==> config.mk <==
export PLATFORM = sky130hd
export DESIGN_NAME = dxr_regs
export DESIGN_NICKNAME = d
export VERILOG_FILES = /design/src/logic/dxr_pkg.sv /design/src/logic/dxr_regs.sv
export VERILOG_INCLUDE_DIRS = /design/src /design/src/logic
export SDC_FILE = /design/constraint.sdc
export NUM_CORES = 1
export LEC_CHECK = 0
export ABC_AREA = 0
export BUFFER_PORTS_ARGS = -buffer_cell sky130_fd_sc_hd__clkbuf_2
export CORE_ASPECT_RATIO = 0.75
export CORE_MARGIN = 2
export CORE_UTILIZATION = 30
export CTS_CLUSTER_DIAMETER = 30
export DETAILED_ROUTE_END_ITERATION = 12
export PLACE_DENSITY_LB_ADDON = 0.12
export REMOVE_ABC_BUFFERS = 1
export SLEW_MARGIN = 25
export SYNTH_ARGS = -nofsm -noshare
export SYNTH_HDL_FRONTEND = slang
export SYNTH_SLANG_ARGS = --single-unit
==> constraint.sdc <==
create_clock -name ref_clk -period 4.47 [get_ports ref_clk]
set_clock_uncertainty 0.2 [all_clocks]
set_input_delay 0.6705 -clock ref_clk [delete_from_list [all_inputs] [get_ports ref_clk]]
set_output_delay 0.6705 -clock ref_clk [all_outputs]
set_load 0.01 [all_outputs]
==> src/logic/dxr_defs.svh <==
// Offsets, field positions and reset values of the display receiver register bank
`ifndef DXR_DEFS_SVH
`define DXR_DEFS_SVH

// ==========================================================
// Register offsets
`define DXR_OFS_PWR_CFG     8'h26
`define DXR_OFS_AUTO_MODE   8'h27
`define DXR_OFS_VDLY_HDLYH  8'h28
`define DXR_OFS_HDLY_LOW    8'h29
`define DXR_OFS_LWID_HIGH   8'h2A
`define DXR_OFS_LWID_LOW    8'h2B
`define DXR_OFS_SHGT_HIGH   8'h2C
`define DXR_OFS_SHGT_LOW    8'h2D
`define DXR_OFS_AUD_FMT     8'h2E
`define DXR_OFS_STAT_A      8'h2F
`define DXR_OFS_STAT_B      8'h30

// ==========================================================
// Reset values
`define DXR_RST_PWR_CFG     8'h08
`define DXR_RST_AUTO_MODE   8'h80
`define DXR_RST_VDLY_HDLYH  8'h61
`define DXR_RST_HDLY_LOW    8'h04
`define DXR_RST_LWID_HIGH   8'h05
`define DXR_RST_LWID_LOW    8'h00
`define DXR_RST_SHGT_HIGH   8'h02
`define DXR_RST_SHGT_LOW    8'hD0
`define DXR_RST_AUD_FMT     8'h18

// ==========================================================
// Field positions
`define DXR_PWR_POL_BIT     3
`define DXR_PWR_FN_HI       2
`define DXR_PWR_FN_LO       1
`define DXR_PWR_SW_BIT      0
`define DXR_AUTO_PD_BIT     7
`define DXR_HDCP_LSB_BIT    6
`define DXR_MCLK_EXT_BIT    5
`define DXR_BT656_BIT       4
`define DXR_FORCE_DE_BIT    3
`define DXR_ILACE_HI        2
`define DXR_VDLY_HI         7
`define DXR_VDLY_LO         2
`define DXR_HDLYH_HI        1
`define DXR_HIGH_NIB_HI     3
`define DXR_CTRL_OUT_BIT    7
`define DXR_AUD_MODE_HI     6
`define DXR_AUD_MODE_LO     5
`define DXR_AUD_WIDTH_HI    4

// Pin function codes: bit 1 keeps the part powered, bit 0 also floats green sync
`define DXR_FN_KEEP_BIT     1
`define DXR_FN_ALL_BIT      0

`endif

==> src/logic/dxr_pkg.sv <==
// Types shared by the display receiver register bank
package dxr_pkg;

  // ==========================================================
  // Link status inputs from the receiver core
  typedef struct packed {
    logic       tmds_de_seen;
    logic       tmds_clk_seen;
    logic       av_muted;
    logic       keys_read_ok;
    logic [2:0] link_quality;
    logic       decrypt_active;
    logic       hsync_high_active;
    logic       vsync_high_active;
    logic [3:0] pixel_repeat;
  } dxr_status_s;

  // ==========================================================
  // Configuration outputs to the rest of the chip
  typedef struct packed {
    logic       hdcp_addr_lsb;
    logic       mclk_external;
    logic       bt656_enable;
    logic       force_de;
    logic       ctrl_on_audio_pins;
    logic [1:0] audio_format;
    logic [4:0] audio_word_width;
  } dxr_config_s;

endpackage

==> src/logic/dxr_regs.sv <==
// Power, timing, audio and link status register bank of the display receiver
`timescale 1ns/1ps
`include "dxr_defs.svh"

module dxr_regs
  import dxr_pkg::*;
#(
  parameter int CNT_W = 12
) (
  input  wire logic             ref_clk,
  input  wire logic             rst_b,
  input  wire logic             reg_wr,
  input  wire logic             reg_rd,
  input  wire logic [7:0]       reg_addr,
  input  wire logic [7:0]       reg_wdata,
  output logic      [7:0]       reg_rdata,
  output logic                  reg_rvalid,
  input  wire logic             power_down_pin,
  input  wire logic             sync_present,
  input  wire dxr_status_s      status_in,
  input  wire logic             hsync_in,
  input  wire logic             vsync_in,
  input  wire logic             field_in,
  output logic                  low_power,
  output logic                  video_oe_b,
  output logic                  green_sync_oe_b,
  output dxr_config_s           config_out,
  output logic                  de_gen,
  output logic                  active_video_start_marker,
  output logic                  active_video_end_marker
);

  // ==========================================================
  // Register storage
  logic [7:0]  pwr_q, auto_q, vdly_q, hdlyl_q, lwh_q, lwl_q, shh_q, shl_q, aud_q;
  dxr_status_s stat_q;

  always_ff @(posedge ref_clk or negedge rst_b) begin
    if (!rst_b) begin
      pwr_q   <= `DXR_RST_PWR_CFG;
      auto_q  <= `DXR_RST_AUTO_MODE;
      vdly_q  <= `DXR_RST_VDLY_HDLYH;
      hdlyl_q <= `DXR_RST_HDLY_LOW;
      lwh_q   <= `DXR_RST_LWID_HIGH;
      lwl_q   <= `DXR_RST_LWID_LOW;
      shh_q   <= `DXR_RST_SHGT_HIGH;
      shl_q   <= `DXR_RST_SHGT_LOW;
      aud_q   <= `DXR_RST_AUD_FMT;
    end else if (reg_wr) begin
      // Status offsets have no write path at all
      if (reg_addr == `DXR_OFS_PWR_CFG) begin
        pwr_q <= reg_wdata;
      end else if (reg_addr == `DXR_OFS_AUTO_MODE) begin
        auto_q <= reg_wdata;
      end else if (reg_addr == `DXR_OFS_VDLY_HDLYH) begin
        vdly_q <= reg_wdata;
      end else if (reg_addr == `DXR_OFS_HDLY_LOW) begin
        hdlyl_q <= reg_wdata;
      end else if (reg_addr == `DXR_OFS_LWID_HIGH) begin
        lwh_q <= reg_wdata;
      end else if (reg_addr == `DXR_OFS_LWID_LOW) begin
        lwl_q <= reg_wdata;
      end else if (reg_addr == `DXR_OFS_SHGT_HIGH) begin
        shh_q <= reg_wdata;
      end else if (reg_addr == `DXR_OFS_SHGT_LOW) begin
        shl_q <= reg_wdata;
      end else if (reg_addr == `DXR_OFS_AUD_FMT) begin
        aud_q <= reg_wdata;
      end
    end
  end

  // Status snapshot from the receiver core; not writable by software
  always_ff @(posedge ref_clk or negedge rst_b) begin
    if (!rst_b) begin
      stat_q <= '0;
    end else begin
      stat_q <= status_in;
    end
  end

  // ==========================================================
  // Read path
  logic [7:0] stat_a, stat_b, rd_d;

  assign stat_a = {1'b0, stat_q.tmds_de_seen, stat_q.tmds_clk_seen, stat_q.av_muted,
                   stat_q.keys_read_ok, stat_q.link_quality};
  assign stat_b = {1'b0, stat_q.decrypt_active, stat_q.hsync_high_active,
                   stat_q.vsync_high_active, stat_q.pixel_repeat};

  always_comb begin
    if (reg_addr == `DXR_OFS_PWR_CFG) begin
      rd_d = {4'h0, pwr_q[`DXR_PWR_POL_BIT:0]};
    end else if (reg_addr == `DXR_OFS_AUTO_MODE) begin
      rd_d = auto_q;
    end else if (reg_addr == `DXR_OFS_VDLY_HDLYH) begin
      rd_d = vdly_q;
    end else if (reg_addr == `DXR_OFS_HDLY_LOW) begin
      rd_d = hdlyl_q;
    end else if (reg_addr == `DXR_OFS_LWID_HIGH) begin
      rd_d = {4'h0, lwh_q[`DXR_HIGH_NIB_HI:0]};
    end else if (reg_addr == `DXR_OFS_LWID_LOW) begin
      rd_d = lwl_q;
    end else if (reg_addr == `DXR_OFS_SHGT_HIGH) begin
      rd_d = {4'h0, shh_q[`DXR_HIGH_NIB_HI:0]};
    end else if (reg_addr == `DXR_OFS_SHGT_LOW) begin
      rd_d = shl_q;
    end else if (reg_addr == `DXR_OFS_AUD_FMT) begin
      rd_d = aud_q;
    end else if (reg_addr == `DXR_OFS_STAT_A) begin
      rd_d = stat_a;
    end else if (reg_addr == `DXR_OFS_STAT_B) begin
      rd_d = stat_b;
    end else begin
      rd_d = 8'h00;
    end
  end

  always_ff @(posedge ref_clk or negedge rst_b) begin
    if (!rst_b) begin
      reg_rdata  <= 8'h00;
      reg_rvalid <= 1'b0;
    end else begin
      reg_rvalid <= reg_rd;
      if (reg_rd) begin
        reg_rdata <= rd_d;
      end
    end
  end

  // ==========================================================
  // Power control
  logic       pin_active, pd_d, vid_float_d, green_float_d;
  logic [1:0] pin_fn;

  assign pin_fn        = pwr_q[`DXR_PWR_FN_HI:`DXR_PWR_FN_LO];
  assign pin_active    = (power_down_pin == pwr_q[`DXR_PWR_POL_BIT]);
  // Sync detection stays alive in power-down, so auto power-down releases itself
  assign pd_d          = pwr_q[`DXR_PWR_SW_BIT]
                       | (pin_active & ~pin_fn[`DXR_FN_KEEP_BIT])
                       | (auto_q[`DXR_AUTO_PD_BIT] & ~sync_present);
  assign vid_float_d   = pd_d | pin_active;
  assign green_float_d = pin_active & pin_fn[`DXR_FN_ALL_BIT];

  always_ff @(posedge ref_clk or negedge rst_b) begin
    if (!rst_b) begin
      low_power       <= 1'b0;
      video_oe_b      <= 1'b1;
      green_sync_oe_b <= 1'b1;
    end else begin
      low_power       <= pd_d;
      video_oe_b      <= vid_float_d;
      green_sync_oe_b <= green_float_d;
    end
  end

  // ==========================================================
  // Configuration outputs
  always_ff @(posedge ref_clk or negedge rst_b) begin
    if (!rst_b) begin
      config_out <= '0;
    end else begin
      config_out.hdcp_addr_lsb      <= auto_q[`DXR_HDCP_LSB_BIT];
      config_out.mclk_external      <= auto_q[`DXR_MCLK_EXT_BIT];
      config_out.bt656_enable       <= auto_q[`DXR_BT656_BIT];
      config_out.force_de           <= auto_q[`DXR_FORCE_DE_BIT];
      config_out.ctrl_on_audio_pins <= aud_q[`DXR_CTRL_OUT_BIT];
      config_out.audio_format       <= aud_q[`DXR_AUD_MODE_HI:`DXR_AUD_MODE_LO];
      config_out.audio_word_width   <= aud_q[`DXR_AUD_WIDTH_HI:0];
    end
  end

  // ==========================================================
  // Active video timing generator
  logic [CNT_W-1:0] h_cnt_q, v_cnt_q, hdly, vdly, lwid, shgt, h_end, v_beg, v_end;
  logic             hs_q, vs_q, hs_rise, vs_rise, h_act, v_act;

  assign hdly    = CNT_W'({vdly_q[`DXR_HDLYH_HI:0], hdlyl_q});
  assign vdly    = CNT_W'(vdly_q[`DXR_VDLY_HI:`DXR_VDLY_LO]);
  assign lwid    = CNT_W'({lwh_q[`DXR_HIGH_NIB_HI:0], lwl_q});
  assign shgt    = CNT_W'({shh_q[`DXR_HIGH_NIB_HI:0], shl_q});
  assign h_end   = hdly + lwid;
  // Field 1 starts later by the interlace offset
  assign v_beg   = vdly + (field_in ? CNT_W'(auto_q[`DXR_ILACE_HI:0]) : '0);
  assign v_end   = v_beg + shgt;
  assign hs_rise = hsync_in & ~hs_q;
  assign vs_rise = vsync_in & ~vs_q;
  assign h_act   = (h_cnt_q >= hdly) && (h_cnt_q < h_end);
  assign v_act   = (v_cnt_q >= v_beg) && (v_cnt_q < v_end);

  always_ff @(posedge ref_clk or negedge rst_b) begin
    if (!rst_b) begin
      hs_q <= 1'b0;
      vs_q <= 1'b0;
    end else begin
      hs_q <= hsync_in;
      vs_q <= vsync_in;
    end
  end

  // Counters saturate so a missing sync never wraps into a false window
  always_ff @(posedge ref_clk or negedge rst_b) begin
    if (!rst_b) begin
      h_cnt_q <= '0;
      v_cnt_q <= '0;
    end else begin
      if (hs_rise) begin
        h_cnt_q <= '0;
      end else if (h_cnt_q != '1) begin
        h_cnt_q <= h_cnt_q + 1'b1;
      end
      if (vs_rise) begin
        v_cnt_q <= '0;
      end else if (hs_rise && v_cnt_q != '1) begin
        v_cnt_q <= v_cnt_q + 1'b1;
      end
    end
  end

  always_ff @(posedge ref_clk or negedge rst_b) begin
    if (!rst_b) begin
      de_gen                    <= 1'b0;
      active_video_start_marker <= 1'b0;
      active_video_end_marker   <= 1'b0;
    end else begin
      de_gen                    <= auto_q[`DXR_FORCE_DE_BIT] & h_act & v_act;
      active_video_start_marker <= auto_q[`DXR_BT656_BIT] & v_act & (h_cnt_q == hdly) & ~hs_rise;
      active_video_end_marker   <= auto_q[`DXR_BT656_BIT] & v_act & (h_cnt_q == h_end) & ~hs_rise;
    end
  end

  // ==========================================================
  // Checks
  a_sw_pd_floats: assert property (@(posedge ref_clk) disable iff (!rst_b)
    pwr_q[`DXR_PWR_SW_BIT] |=> (low_power && video_oe_b))
    else $error("software power-down did not float video outputs");

  a_pin_polarity: assert property (@(posedge ref_clk) disable iff (!rst_b)
    (power_down_pin != pwr_q[`DXR_PWR_POL_BIT]) && !pwr_q[`DXR_PWR_SW_BIT] && sync_present
      |=> !low_power && !video_oe_b && !green_sync_oe_b)
    else $error("inactive power-down pin still affected outputs");

  a_pin_function: assert property (@(posedge ref_clk) disable iff (!rst_b)
    (power_down_pin == pwr_q[`DXR_PWR_POL_BIT]) && !pwr_q[`DXR_PWR_SW_BIT] && sync_present
      |=> video_oe_b && (low_power == !$past(pin_fn[`DXR_FN_KEEP_BIT]))
        && (green_sync_oe_b == $past(pin_fn[`DXR_FN_ALL_BIT])))
    else $error("power-down pin function mismatch");

  a_auto_pd: assert property (@(posedge ref_clk) disable iff (!rst_b)
    !sync_present |=> (low_power == $past(auto_q[`DXR_AUTO_PD_BIT] | pd_d)))
    else $error("auto power-down did not follow sync loss");

  a_status_ro: assert property (@(posedge ref_clk) disable iff (!rst_b)
    reg_rd && reg_addr == `DXR_OFS_STAT_B |=> reg_rvalid && reg_rdata == {1'b0, $past(stat_q.decrypt_active),
      $past(stat_q.hsync_high_active), $past(stat_q.vsync_high_active), $past(stat_q.pixel_repeat)})
    else $error("status read does not show live status");

  a_de_window: assert property (@(posedge ref_clk) disable iff (!rst_b)
    de_gen |-> $past(auto_q[`DXR_FORCE_DE_BIT]) && $past(h_cnt_q) >= $past(hdly))
    else $error("generated DE outside programmed window");

  a_marker_mode: assert property (@(posedge ref_clk) disable iff (!rst_b)
    (active_video_start_marker || active_video_end_marker) |-> $past(auto_q[`DXR_BT656_BIT]))
    else $error("marker emitted while BT656 disabled");

  a_cfg_follow: assert property (@(posedge ref_clk) disable iff (!rst_b)
    reg_wr && reg_addr == `DXR_OFS_AUD_FMT ##1 !reg_wr [*2]
      |-> config_out.audio_word_width == $past(aud_q[`DXR_AUD_WIDTH_HI:0])
        && config_out.mclk_external == $past(auto_q[`DXR_MCLK_EXT_BIT]))
    else $error("audio configuration did not follow write");

endmodule // dxr_regs

# Word level (Yosys, flattened, before mapping)
# Index checks and enable logic that the tools add are counted.
# Widths: inputs -> output; s select.
# totals
wordCells	120
ramBits	0
mem_bits_ro	0
reg_bits	127
out_inout_bits	27
input_bits	39
memories	0
latchBits	0
# classes
mux	16
n_bitwise	28
order_cmp	4
shift	0
n_div	0
multipliers	0
n_addsub	5
reduce_logical	14
n_eq_ne	16
# ops
cell	n
$eq 8x6->1 const B	11
$mux 8	9
$mux 12	4
$add 12x1->12 const B	2
$lt 12x12->1	2
$ne 12x12->1 const B	2
$mux 7	2
$not 1->1	13
$add 10x12->12	1
$add 7x12->12	1
$and 1x1->1	12
$eq 12x10->1	1
$eq 12x12->1	1
$ge 12x10->1	1
$ge 12x7->1	1
$reduce_and 10->1	1
$reduce_and 9->1	1
$reduce_and 8->1	1
$add 6x3->7	1
$reduce_and 7->1	1
$reduce_and 6->1	1
$reduce_and 5->1	1
$reduce_and 4->1	1
$reduce_bool 2->1	2
6 further kinds	10

# Logic depth before layout (Yosys ltp)
# Gate-level depths: netlist of the first run.
# logic_depth
ltp_word	12
depth_mapped	20
depth_no_buf	20

# Worst setup path after synthesis of the first run
# No wires, ideal clock.
# synth_path
path_type	input-to-reg
startpoint	input port field_in
endpoint	register active_video_start_marker
setup_ps	101
t_required_ps	4169
stages	19
arrival_ps	4083
slack_ps	86
n_path_buf	0
cell_sequence	and2_1 > ha_1 > a21o_1 > a21oi_1 > nor2_1 > xor2_1 > ha_1 > or2_2 > a21oi_1 > a21oi_1 > nand3_1 > xor2_1 > ha_1 > a211oi_1 > nand2_1 > o2111ai_1 > a41oi_1 > a2111o_1 > nor4_1
# synth_via
elab_chain_cells	8
word_cells_on_any_way	9
classes_between	add/sub: 2; order compare: 2; mux: 1; bitwise: 3; reduce/logical: 1
# synth_rtl
item	line_no	source
from (decl)	dxr_regs.sv:23	input wire logic field_in,
$mux 3 *	dxr_regs.sv:184	assign v_beg = vdly + (field_in ? CNT_W'(auto_q[`DXR_ILACE_HI:0]) : '0);
$add 6x3->7 *	dxr_regs.sv:184	
$add 7x12->12	dxr_regs.sv:185	assign v_end = v_beg + shgt;
$lt 12x12->1	dxr_regs.sv:189	assign v_act = (v_cnt_q >= v_beg) && (v_cnt_q < v_end);
$logic_and 1x1->1 *	dxr_regs.sv:189	
$and 1x1->1 * (3 in a row)	dxr_regs.sv:227	active_video_start_marker <= auto_q[`DXR_BT656_BIT] & v_act & (h_cnt_q == hdly) & ~hs_rise;
to (signal assigned)	dxr_regs.sv:227	
to (decl)	dxr_regs.sv:29	output logic active_video_start_marker,
# Mark *: on every way between the ends. The rest lies on a longest branch, timed or not.
# A chain may end at the register's enable or synchronous reset.

# Final worst setup path of the first run
# layout_path
startpoint	register auto_q[0]
endpoint	register de_gen
# layout_via
elab_chain_cells	6
word_cells_on_any_way	7
classes_between	add/sub: 2; order compare: 2; mux: 1; bitwise: 1; reduce/logical: 1
# layout_rtl
item	line_no	source
from (decl)	dxr_regs.sv:35	logic [7:0] pwr_q, auto_q, vdly_q, hdlyl_q, lwh_q, lwl_q, shh_q, shl_q, aud_q;
from (signal assigned)	dxr_regs.sv:41	auto_q <= `DXR_RST_AUTO_MODE;
from (signal assigned)	dxr_regs.sv:54	auto_q <= reg_wdata;
$mux 3 *	dxr_regs.sv:184	
$add 6x3->7 *	dxr_regs.sv:184	
$add 7x12->12	dxr_regs.sv:185	
$lt 12x12->1	dxr_regs.sv:189	
$logic_and 1x1->1 *	dxr_regs.sv:189	
$and 1x1->1 *	dxr_regs.sv:226	de_gen <= auto_q[`DXR_FORCE_DE_BIT] & h_act & v_act;
to (signal assigned)	dxr_regs.sv:226	
to (decl)	dxr_regs.sv:28	output logic de_gen,
# Marked as above.

==> out/qor.csv, run 1 <==
stage,metric,value,unit
outcome,status,finished clean,
power,power density cells,354,mW/mm2
global_route,GRT busiest layer,met1,
critical_path,crit end category,register,
critical_path,CP max stage cell,a2111o_1,
routing,DRC,0,
timing,worst rel slew slack,50.6,%
clock_network,CTS Buffer Depth,2,
cells_and_area,final core utilization,37.6,%
timing,Fin. Hold Viols,0,
clock_network,Worst-Skew Late Latency,0.42,ns
routing,vias per std cell,4.98,
global_route,GRT met2 Usage,24.5,%
cells_and_area,fin cells,1151,
timing,Max Fclk,229,MHz
power,Peak supply drop,0.276,mV
timing,Final TNS setup,0,ns
place,# port buffers,65,
clock_network,H-tree levels,4,
routing,DRT antenna net count,0,
clock_network,Worst-path clk slew,0.06,ns
timing,Final Max Tran Viols,0,
critical_path,WS Path Type,register to register,
floorplan,Die W,184,um
global_route,via count of the first global-routing pass,5742,
timing,Worst-Margin Slew,0.735,ns
timing,Tmin final,4.38,ns
clock_network,CTS root buf,clkbuf_16,
global_route,grt total ovfl,0,
timing,PnR worst setup slack,0.0942,ns
global_route,GRT Overall Usage,17.3,%
critical_path,CP max stage delay,0.47,ns
synthesis,Post-synth EDFFs,0,
clock_network,hold_buf cts,0,
routing,Pre-Repair DR Iteration Count,5,
synthesis,Synth area leaders,"dfrtp_1, ha_1, mux2_2",
power,Leak,4.21,nW
place,Setup WS pre-CTS,-0.577,ns
floorplan,Core Region,0.0240,mm2
critical_path,Top delay family on crit path,compound AO/OA/AOI/OAI gates,
clock_network,CTS tree,yes,
floorplan,Top-Level Pins,66,
critical_path,Crit path buffers/inverters,1,
cells_and_area,layout cells sized above 1,30.6,%
routing,post-DR wirelength/cell,18.7,um
global_route,grt met3 use,4.24,%
critical_path,CP dominant cell by count,ha_1,
floorplan,Cell Rows,49,
floorplan,Die ar.,0.0257,mm2
synthesis,Synthesis Warnings,0,
critical_path,critical path data arrival time,4.50,ns
timing,final setup fails,0,
critical_path,crit path launch type,register,
global_route,initial antenna violation count,1,
synthesis,sequential-to-total area share from yosys stat,43.7,%
synthesis,Post-Syn Area,0.00732,mm2
critical_path,crit-path max FO,3,
synthesis,Synth top cells by count,"dfrtp_1, ha_1, nor2_1",
routing,final wirelength,21.5,mm
synthesis,cell with the most instances after synthesis,dfrtp_1,
synthesis,cell accounting for the most synthesized area,dfrtp_1,
synthesis,Synth Flop Type,dfrtp_1,
cells_and_area,Area Growth Syn to Fin,23.0,%
clock_network,CTS buffer count,17,
global_route,first-pass GRT wire length,33.7,mm
global_route,grt met1 use,26.5,%
place,dpl cells,1108,
timing,RSZ-0062 raised after global routing,yes,
run,total of max-cap violations,0,
synthesis,"Distinct cells, synth",63,
timing,crit share post-route,97.9,%
floorplan,die height,139,um
synthesis,"FFs w/ async S/R, synth",100,%
critical_path,cells along the critical path,"and2_4, ha_4, fa_2, a21o_1, nand2_2, xnor2_2, ha_1, inv_2, nor2_4, o31ai_4, a21oi_2, nand3_1, xor2_1, ha_1, a211oi_2, nand2_1, o2111ai_2, a41oi_2, a2111o_1, nor4_1",
routing,vias,5736,
synthesis,Yosys top cell area share,37.9,%
synthesis,Synth Instances,702,
cells_and_area,Final Cell Area,0.00901,mm2
place,gpl congestion,0.858,
floorplan,initial core utilization,30.6,%
worst_hold_path,Hold WC Path Type,primary input to asynchronous set/reset pin,
cells_and_area,Final nets,910,
critical_path,Worst Path Required,4.59,ns
synthesis,average size of a mapped cell,10.4,um2
clock_network,CTS sink cnt,127,
place,placed cell area,0.00821,mm2
place,HPWL after detailed placement,16.2,mm
synthesis,number of synthesized register bits,127,
global_route,largest net degree at the start of global routing,73,
routing,initial DRC count,415,
-- power by group --
| part | internal [mW] | total [mW] | switching [mW] |
|---|---|---|---|
| Clock | 0.832 | 1.41 | 0.575 |
| Sequential | 1.22 | 1.31 | 0.0844 |
| Combinational | 0.206 | 0.473 | 0.267 |
-- final timing paths --
check,depth (start not counted),startpoint,to,slack [ns]
worst max-delay path,20,auto_q[0]$_DFFE_PN0P_,de_gen$_DFF_PN0_,0.09
worst min-delay path,1,rst_b,config_out[6]$_DFF_PN0_,0.07
worst max register to register,20,auto_q[0]$_DFFE_PN0P_,de_gen$_DFF_PN0_,0.09
worst min register to register,0,auto_q[6]$_DFFE_PN0P_,config_out[11]$_DFF_PN0_,0.20
max in group asynchronous,2,rst_b,shh_q[1]$_DFFE_PN1P_,3.07
min in group ref_clk,1,status_in[11],stat_a[4]$_DFF_PN0_,0.15
-- logic make-up (layout without fill, tap and decap cells) --
logic type	Yosys count	in the layout	share of synthesized area (%)
buffers and inverters	51	168	2.70
AOI/OAI and AO/OA	144	144	12.5
adders and majority gates	65	65	11.4
other	0	1	0
and+or+nand+nor	206	206	14.5
xor gates and xnor gates	41	41	4.90
muxes	68	68	10.4
DFF	127	127	43.7
-- cell usage in the layout (no fill, tap or decap), types with 6 or more instances in the layout --
| master | instances |
|---|---|
| dfrtp_1 | 109 |
| nand4_1 | 15 |
| mux2_2 | 54 |
| inv_6 | 6 |
| a21oi_1 | 34 |
| clkbuf_16 | 17 |
| dfstp_2 | 16 |
| o21ai_0 | 39 |
| nor2_1 | 57 |
| xnor2_1 | 13 |
| buf_4 | 39 |
| nand2_1 | 42 |
| nand2b_1 | 9 |
| a21o_1 | 9 |
| mux2i_1 | 12 |
| and3_1 | 7 |
| nor3_1 | 6 |
| nor2b_1 | 10 |
| ha_1 | 58 |
| xor2_1 | 25 |
| nand3_1 | 23 |
| inv_1 | 31 |
| clkbuf_2 | 64 |
-- final cells by class --
class	instances	area [um2]
Sequential cell	127	3200
Clock inverter	14	155
Timing Repair Buffer	104	624
Tap cell	331	414
Fill cell	2408	15000
Inverter	32	120
Multi-Input combinational cell	524	4070
Clock buffer	18	429
Antenna cell	1	2.50
-- through the flow --
stage / power, mW / hold WS (ns)
global placement: 1.77 / 0.190
finish: 3.19 / 0.0747
CTS: 3.20 / 0.0932
global route: 3.35 / 0.111
detailed placement: 1.78 / 0.188
floorplan: 1.57 / 0.165
-- registers in the layout (all words and copies together), names as in the netlist, 8 cells and up --
| signal | count |
|---|---|
| hdlyl_q | 8 |
| aud_q | 8 |
| vdly_q | 8 |
| h_cnt_q | 12 |
| reg_rdata | 8 |
| v_cnt_q | 12 |
| shl_q | 8 |
| lwl_q | 8 |
| config_out | 12 |
| auto_q | 8 |
-- repair_timing --
item | in CTS | in global routing
pin swaps | 5 | 21
setup buffers | 0 | 10
setup endpoints to repair | 3 | 3
gates resized for setup | 7 | 27
-- metal layers --
metal,vias to the layer above,part of all wire (%)
met3,14,5.1
met4,2,0.92
li1,2751,-
met2,98,43
met5,-,0.060
met1,2871,51
Note: power is estimated with default switching activity, not from simulation.
==> run 2: changes to the inputs <==
Settings changed: PLACE_DENSITY_LB_ADDON 0.12 to 0.1.
==> out/qor.csv, run 2 (synthesis gave the netlist of run 1 again) <==
stage,metric,value,unit,change
outcome,status,finished clean,,unchanged
global_route,largest net degree at the start of global routing,103,,was 73
place,HPWL after detailed placement,16.7,mm,was 16.2 mm
clock_network,CTS buffer count,17,,unchanged
global_route,via count of the first global-routing pass,5826,,was 5742
routing,vias,5758,,was 5736
global_route,grt total ovfl,0,,unchanged
place,gpl congestion,0.863,,was 0.858
critical_path,CP max stage cell,fa_2,,was a2111o_1
clock_network,CTS tree,yes,,unchanged
timing,crit share post-route,95.6,%,was 97.9%
cells_and_area,multi-input logic area,0.00406,mm2,was 0.00407 mm2
critical_path,WS Path Type,register to register,,unchanged
floorplan,Core Region,0.0240,mm2,unchanged
clock_network,H-tree levels,4,,unchanged
cells_and_area,"commonest non-fill, non-tap cell in the layout",dfrtp_1,,unchanged
clock_network,Worst-path clk slew,0.06,ns,about the same
critical_path,Worst Path Required,4.60,ns,was 4.59 ns
routing,DRT antenna net count,0,,unchanged
global_route,initial antenna violation count,1,,unchanged
routing,initial DRC count,324,,was 415
routing,final wirelength,21.9,mm,was 21.5 mm
power,power density cells,365,mW/mm2,was 354 mW/mm2
routing,post-DR wirelength/cell,19.1,um,was 18.7 um
critical_path,critical path data arrival time,4.41,ns,was 4.50 ns
power,Leak,4.22,nW,was 4.21 nW
floorplan,die height,139,um,unchanged
worst_hold_path,Hold WC Path Type,primary input to asynchronous set/reset pin,,unchanged
timing,Max Fclk,234,MHz,was 229 MHz
critical_path,crit end category,register,,unchanged
global_route,first-pass GRT wire length,34.0,mm,was 33.7 mm
routing,DRC,0,,unchanged
timing,Worst-Margin Slew,0.957,ns,was 0.735 ns
place,# port buffers,65,,unchanged
routing,vias per std cell,5.02,,was 4.98
timing,Worst Hold Margin,0.112,ns,was 0.0747 ns
cells_and_area,Area Growth Syn to Fin,23.2,%,was 23.0%
critical_path,crit-path max FO,3,,unchanged
clock_network,CTS root buf,clkbuf_16,,unchanged
routing,Pre-Repair DR Iteration Count,5,,unchanged
place,Setup WS pre-CTS,-0.465,ns,was -0.577 ns
timing,Tmin final,4.27,ns,was 4.38 ns
cells_and_area,Final nets,905,,was 910
cells_and_area,biggest regs,"config_out (12), h_cnt_q (12), v_cnt_q (12)",,unchanged
cells_and_area,layout cells sized above 1,30.6,%,about the same
cells_and_area,most frequent cells in the layout,"dfrtp_1, clkbuf_2, ha_1, nor2_1, mux2_2",,unchanged
timing,PnR worst setup slack,0.196,ns,was 0.0942 ns
floorplan,initial core utilization,30.6,%,unchanged
global_route,GRT Overall Usage,17.6,%,was 17.3%
run,total of max-cap violations,0,,unchanged
critical_path,CP max stage delay,0.55,ns,was 0.47 ns
clock_network,Worst-Skew Late Latency,0.43,ns,was 0.42 ns
clock_network,hold_buf cts,0,,unchanged
clock_network,CTS sink cnt,127,,unchanged
timing,Final Max Tran Viols,0,,unchanged
floorplan,Top-Level Pins,66,,unchanged
floorplan,Cell Rows,49,,unchanged
timing,final setup fails,0,,unchanged
timing,worst rel slew slack,36.1,%,was 50.6%
critical_path,cells along the critical path,"and2_4, ha_2, fa_2, inv_2, fa_2, nor2b_2, o21ai_2, a21oi_2, o211ai_1, a21boi_1, xnor2_1, ha_2, buf_4, o21a_1, o2111ai_2, a41oi_2, a2111o_1, nor4_2",,"was and2_4, ha_4, fa_2, a21o_1, nand2_2, xnor2_2, ha_1, inv_2, nor2_4, o31ai_4, a21oi_2, nand3_1, xor2_1, ha_1, a211oi_2, nand2_1, o2111ai_2, a41oi_2, a2111o_1, nor4_1"
power,Peak supply drop,0.288,mV,was 0.276 mV
floorplan,Die ar.,0.0257,mm2,unchanged
floorplan,Die W,184,um,unchanged
clock_network,CTS Buffer Depth,2,,unchanged
cells_and_area,storage element area,0.00320,mm2,unchanged
critical_path,crit path launch type,register,,unchanged
timing,Fin. Hold Viols,0,,unchanged
cells_and_area,Fillers,2416,,was 2408
==> run 2: worst paths after layout <==
path / from / to / slack, ns / cells after the start
min in group ref_clk: status_in[0] / stat_b[0]$_DFF_PN0_ / 0.14 / 1
max in group asynchronous: rst_b / shl_q[6]$_DFFE_PN1P_ / 2.96 / 2
min reg2reg: aud_q[0]$_DFFE_PN0P_ / config_out[0]$_DFF_PN0_ / 0.20 / 0
max: auto_q[0]$_DFFE_PN0P_ / active_video_start_marker$_DFF_PN0_ / 0.20 / 18
max reg2reg: auto_q[0]$_DFFE_PN0P_ / active_video_start_marker$_DFF_PN0_ / 0.20 / 18
min: rst_b / aud_q[6]$_DFFE_PN0P_ / 0.11 / 1
==> run 2: cell type report <==
class | count | share of cell area [%]
multi-input combinational | 524 | 45.0
clock buffer | 17 | 4.72
sequential | 127 | 35.5
inverter | 32 | 1.33
clock inverter | 15 | 2.33
tap | 331 | 4.59
timing repair buffer | 99 | 6.53
antenna | 1 | 0.0277
==> run 2: repair_timing <==
item / 4_1_cts / 5_1_grt
endpoints found under the setup margin: 3 / 3
pin swaps: 1 / 22
resized for setup: 5 / 30
buffers inserted: 0 / 7
==> run 2: per-layer routing <==
metal	vias up	wire (um)	global-route usage [%]
met4	2	128	3.54
li1	2746	-	-
met2	85	9070	23.8
met3	11	1140	5.16
met1	2914	11600	27.4
met5	-	13	0
==> run 2: critical path, delay by kind of cell, from the launching register on <==
| kind | cells | cell delay (ns) |
|---|---|---|
| compound gates | 8 | 1.51 |
| flops | 1 | 0.46 |
| simple gates | 3 | 0.44 |
| xor+xnor | 1 | 0.11 |
| buf+inv | 2 | 0.18 |
| fa+ha+maj | 4 | 1.28 |
==> run 2: power breakdown <==
part	internal, mW	switching, mW	leakage, nW
clock network	0.942	0.572	0.310
logic	0.204	0.263	2.30
registers	1.22	0.0856	1.61
total	2.37	0.921	4.22
==> run 2: through the flow <==
step | total power [mW] | utilization [%] | instances | instance area (um2) | TNS [ns]
3_3_place_gp | 1.77 | 34.2 | 1106 | 8200 | -0.684
6_report | 3.29 | 37.6 | 1146 | 9020 | 0
2_1_floorplan | 1.57 | - | 683 | 7250 | 0
3_5_place_dp | 1.78 | 34.2 | 1106 | 8200 | -1.24
4_1_cts | 3.31 | 36.9 | 1138 | 8840 | 0
5_1_grt | 3.45 | 37.6 | 1145 | 9020 | -0.0812
==> run 3: changes to the inputs <==
Settings changed: CORE_UTILIZATION 30 to 44.
==> out/qor.csv, run 3 (synthesis gave the netlist of run 1 again) <==
stage,metric,value,unit,change
outcome,status,finished clean,,unchanged
place,Setup WS pre-CTS,-0.407,ns,was -0.465 ns
routing,post-DR wirelength/cell,19.6,um,was 19.1 um
power,Psw,0.893,mW,was 0.921 mW
floorplan,Cell Rows,40,,was 49
routing,vias per std cell,5.68,,was 5.02
cells_and_area,"commonest non-fill, non-tap cell in the layout",dfrtp_1,,unchanged
timing,RSZ-0062 raised after global routing,yes,,
floorplan,die height,116,um,was 139 um
global_route,grt total ovfl,0,,unchanged
power,P_int,2.33,mW,was 2.37 mW
critical_path,WS Path Type,register to register,,unchanged
cells_and_area,Final nets,901,,was 905
clock_network,CTS buffer count,17,,unchanged
timing,worst rel slew slack,37.2,%,was 36.1%
critical_path,critical path data arrival time,4.40,ns,was 4.41 ns
power,power density cells,367,mW/mm2,was 365 mW/mm2
routing,Pre-Repair DR Iteration Count,5,,unchanged
routing,initial DRC count,507,,was 324
power,Combinational Power Share,14.2,%,about the same
cells_and_area,Area Growth Syn to Fin,20.2,%,was 23.2%
global_route,first-pass GRT wire length,32.1,mm,was 34.0 mm
critical_path,crit end category,register,,unchanged
routing,DRT antenna net count,0,,unchanged
floorplan,initial core utilization,45.3,%,was 30.6%
place,gpl congestion,0.896,,was 0.863
clock_network,CTS root buf,clkbuf_16,,unchanged
critical_path,Worst Path Required,4.61,ns,was 4.60 ns
power,switching share of power,27.7,%,was 28.0%
timing,Worst Hold Margin,0.146,ns,was 0.112 ns
critical_path,CP max stage cell,a2111o_1,,was fa_2
floorplan,Die W,153,um,was 184 um
power,Final Power,3.23,mW,was 3.29 mW
power,clock network power share,45.4,%,was 46.0%
global_route,initial antenna violation count,0,,was 1
clock_network,CTS tree,yes,,unchanged
cells_and_area,layout cells sized above 1,29.1,%,was 30.6%
cells_and_area,ANT cells,0,,was 1
power,Peak supply drop,0.201,mV,was 0.288 mV
place,# port buffers,65,,unchanged
place,HPWL after detailed placement,15.0,mm,was 16.7 mm
worst_hold_path,Hold WC Path Type,primary input to register,,was primary input to asynchronous set/reset pin
cells_and_area,final core utilization,54.5,%,was 37.6%
routing,vias,5792,,was 5758
place,dpl cells,981,,was 1106
routing,final wirelength,20.0,mm,was 21.9 mm
floorplan,Top-Level Pins,66,,unchanged
global_route,largest net degree at the start of global routing,112,,was 103
cells_and_area,most frequent cells in the layout,"dfrtp_1, clkbuf_2, ha_1, nor2_1, mux2_2",,unchanged
floorplan,Die ar.,0.0177,mm2,was 0.0257 mm2
power,Seq pwr share,40.5,%,was 39.8%
run,total of max-cap violations,0,,unchanged
global_route,GRT Overall Usage,23.8,%,was 17.6%
clock_network,Worst-path clk slew,0.06,ns,about the same
cells_and_area,biggest regs,"config_out (12), h_cnt_q (12), v_cnt_q (12)",,unchanged
routing,DRC,0,,unchanged
clock_network,Worst-Skew Late Latency,0.43,ns,about the same
timing,crit share post-route,95.3,%,was 95.6%
global_route,via count of the first global-routing pass,5824,,was 5826
critical_path,crit-path max FO,3,,unchanged
timing,Max Fclk,235,MHz,was 234 MHz
timing,Tmin final,4.26,ns,was 4.27 ns
timing,Final Max Tran Viols,0,,unchanged
clock_network,CTS Buffer Depth,2,,unchanged
clock_network,CTS sink cnt,127,,unchanged
cells_and_area,fin cells,1020,,was 1146
timing,Fin. Hold Viols,0,,unchanged
floorplan,Core Region,0.0162,mm2,was 0.0240 mm2
critical_path,cells along the critical path,"and2_4, ha_1, a21o_1, a21oi_2, nor2_1, xor2_1, ha_1, or2_2, a21oi_1, a21oi_2, buf_4, buf_4, xnor2_1, ha_1, a211oi_2, nand2_1, o2111ai_2, a41oi_1, a2111o_1, nor3_1",,"was and2_4, ha_2, fa_2, inv_2, fa_2, nor2b_2, o21ai_2, a21oi_2, o211ai_1, a21boi_1, xnor2_1, ha_2, buf_4, o21a_1, o2111ai_2, a41oi_2, a2111o_1, nor4_2"
timing,Worst-Margin Slew,0.940,ns,was 0.957 ns
power,Leak,4.17,nW,was 4.22 nW
critical_path,CP dominant cell by count,ha_1,,
clock_network,H-tree levels,4,,unchanged
critical_path,crit path launch type,register,,unchanged
timing,PnR worst setup slack,0.210,ns,was 0.196 ns
critical_path,CP max stage delay,0.47,ns,was 0.55 ns
timing,final setup fails,0,,unchanged
## run 3: changes by cell type in the layout (fill, tap and decap cells not counted), sizes merged
cell and change:
clkbuf +3, clkinvlp +3, diode -1, inv -1, buf -4, bufinv -1
clkinv -4
## run 3: layout make-up
| cell class | count | area [um2] |
|---|---|---|
| clock inverters | 12 | 160 |
| clock buffers | 20 | 457 |
| well taps | 210 | 263 |
| repair buffers | 95 | 559 |
| multi-input cells | 524 | 4040 |
| flip-flops and latches | 127 | 3200 |
| fillers | 1433 | 7360 |
| inverters | 32 | 120 |
## run 3: final timing paths
check                                 startpoint                                end  slack, ns  cells past startpoint
max                        auto_q[1]$_DFFE_PN0P_  active_video_end_marker$_DFF_PN0_       0.21                     20
min in group asynchronous                  rst_b                     hs_q$_DFF_PN0_       0.16                      1
max reg2reg                auto_q[1]$_DFFE_PN0P_  active_video_end_marker$_DFF_PN0_       0.21                     20
min                                 status_in[6]                stat_b[6]$_DFF_PN0_       0.15                      1
max in group asynchronous                  rst_b               video_oe_b$_DFF_PN1_       3.09                      2
min reg2reg                auto_q[5]$_DFFE_PN0P_           config_out[10]$_DFF_PN0_       0.20                      0
## run 3: critical path, delay by kind of cell, from the launching register on
| family | cells | cell delay [ns] |
|---|---|---|
| compound gates | 8 | 1.40 |
| simple gates | 5 | 0.82 |
| fa+ha+maj | 3 | 0.74 |
| flops | 1 | 0.44 |
| xor+xnor | 2 | 0.31 |
| buf+inv | 2 | 0.27 |
## run 3: repair_timing
action / in CTS / in global routing
resized for setup: 4 / 23
buffers inserted: 0 / 7
endpoints found under the setup margin: 2 / 3
hold buffers: 0 / 0
pin swaps: 2 / 14
## run 3: metrics by stage
stage / instance area, um2 / TNS (ns)
2_1_floorplan: 7250 / 0
3_3_place_gp: 8010 / -0.545
3_5_place_dp: 8010 / -1.03
4_1_cts: 8650 / 0
5_1_grt: 8800 / -0.0482
6_report: 8800 / 0
## run 3: power by group through the flow
stage,Combinational (mW),Clock (mW),Sequential [mW]
2_1_floorplan,0.273,0,1.30
3_3_place_gp,0.423,0,1.32
3_5_place_dp,0.445,0,1.32
4_1_cts,0.450,1.48,1.30
5_1_grt,0.522,1.54,1.31
6_report,0.457,1.46,1.31
## run 3: metal layers
metal  part of all wire [%]  vias to the layer above  track usage (%)
met1                     49                     2884             35.6
met4                    1.0                        0             6.11
li1                       -                     2729                -
met2                     43                      158             33.7
met5                      0                        -                0
met3                    6.6                       21             6.99
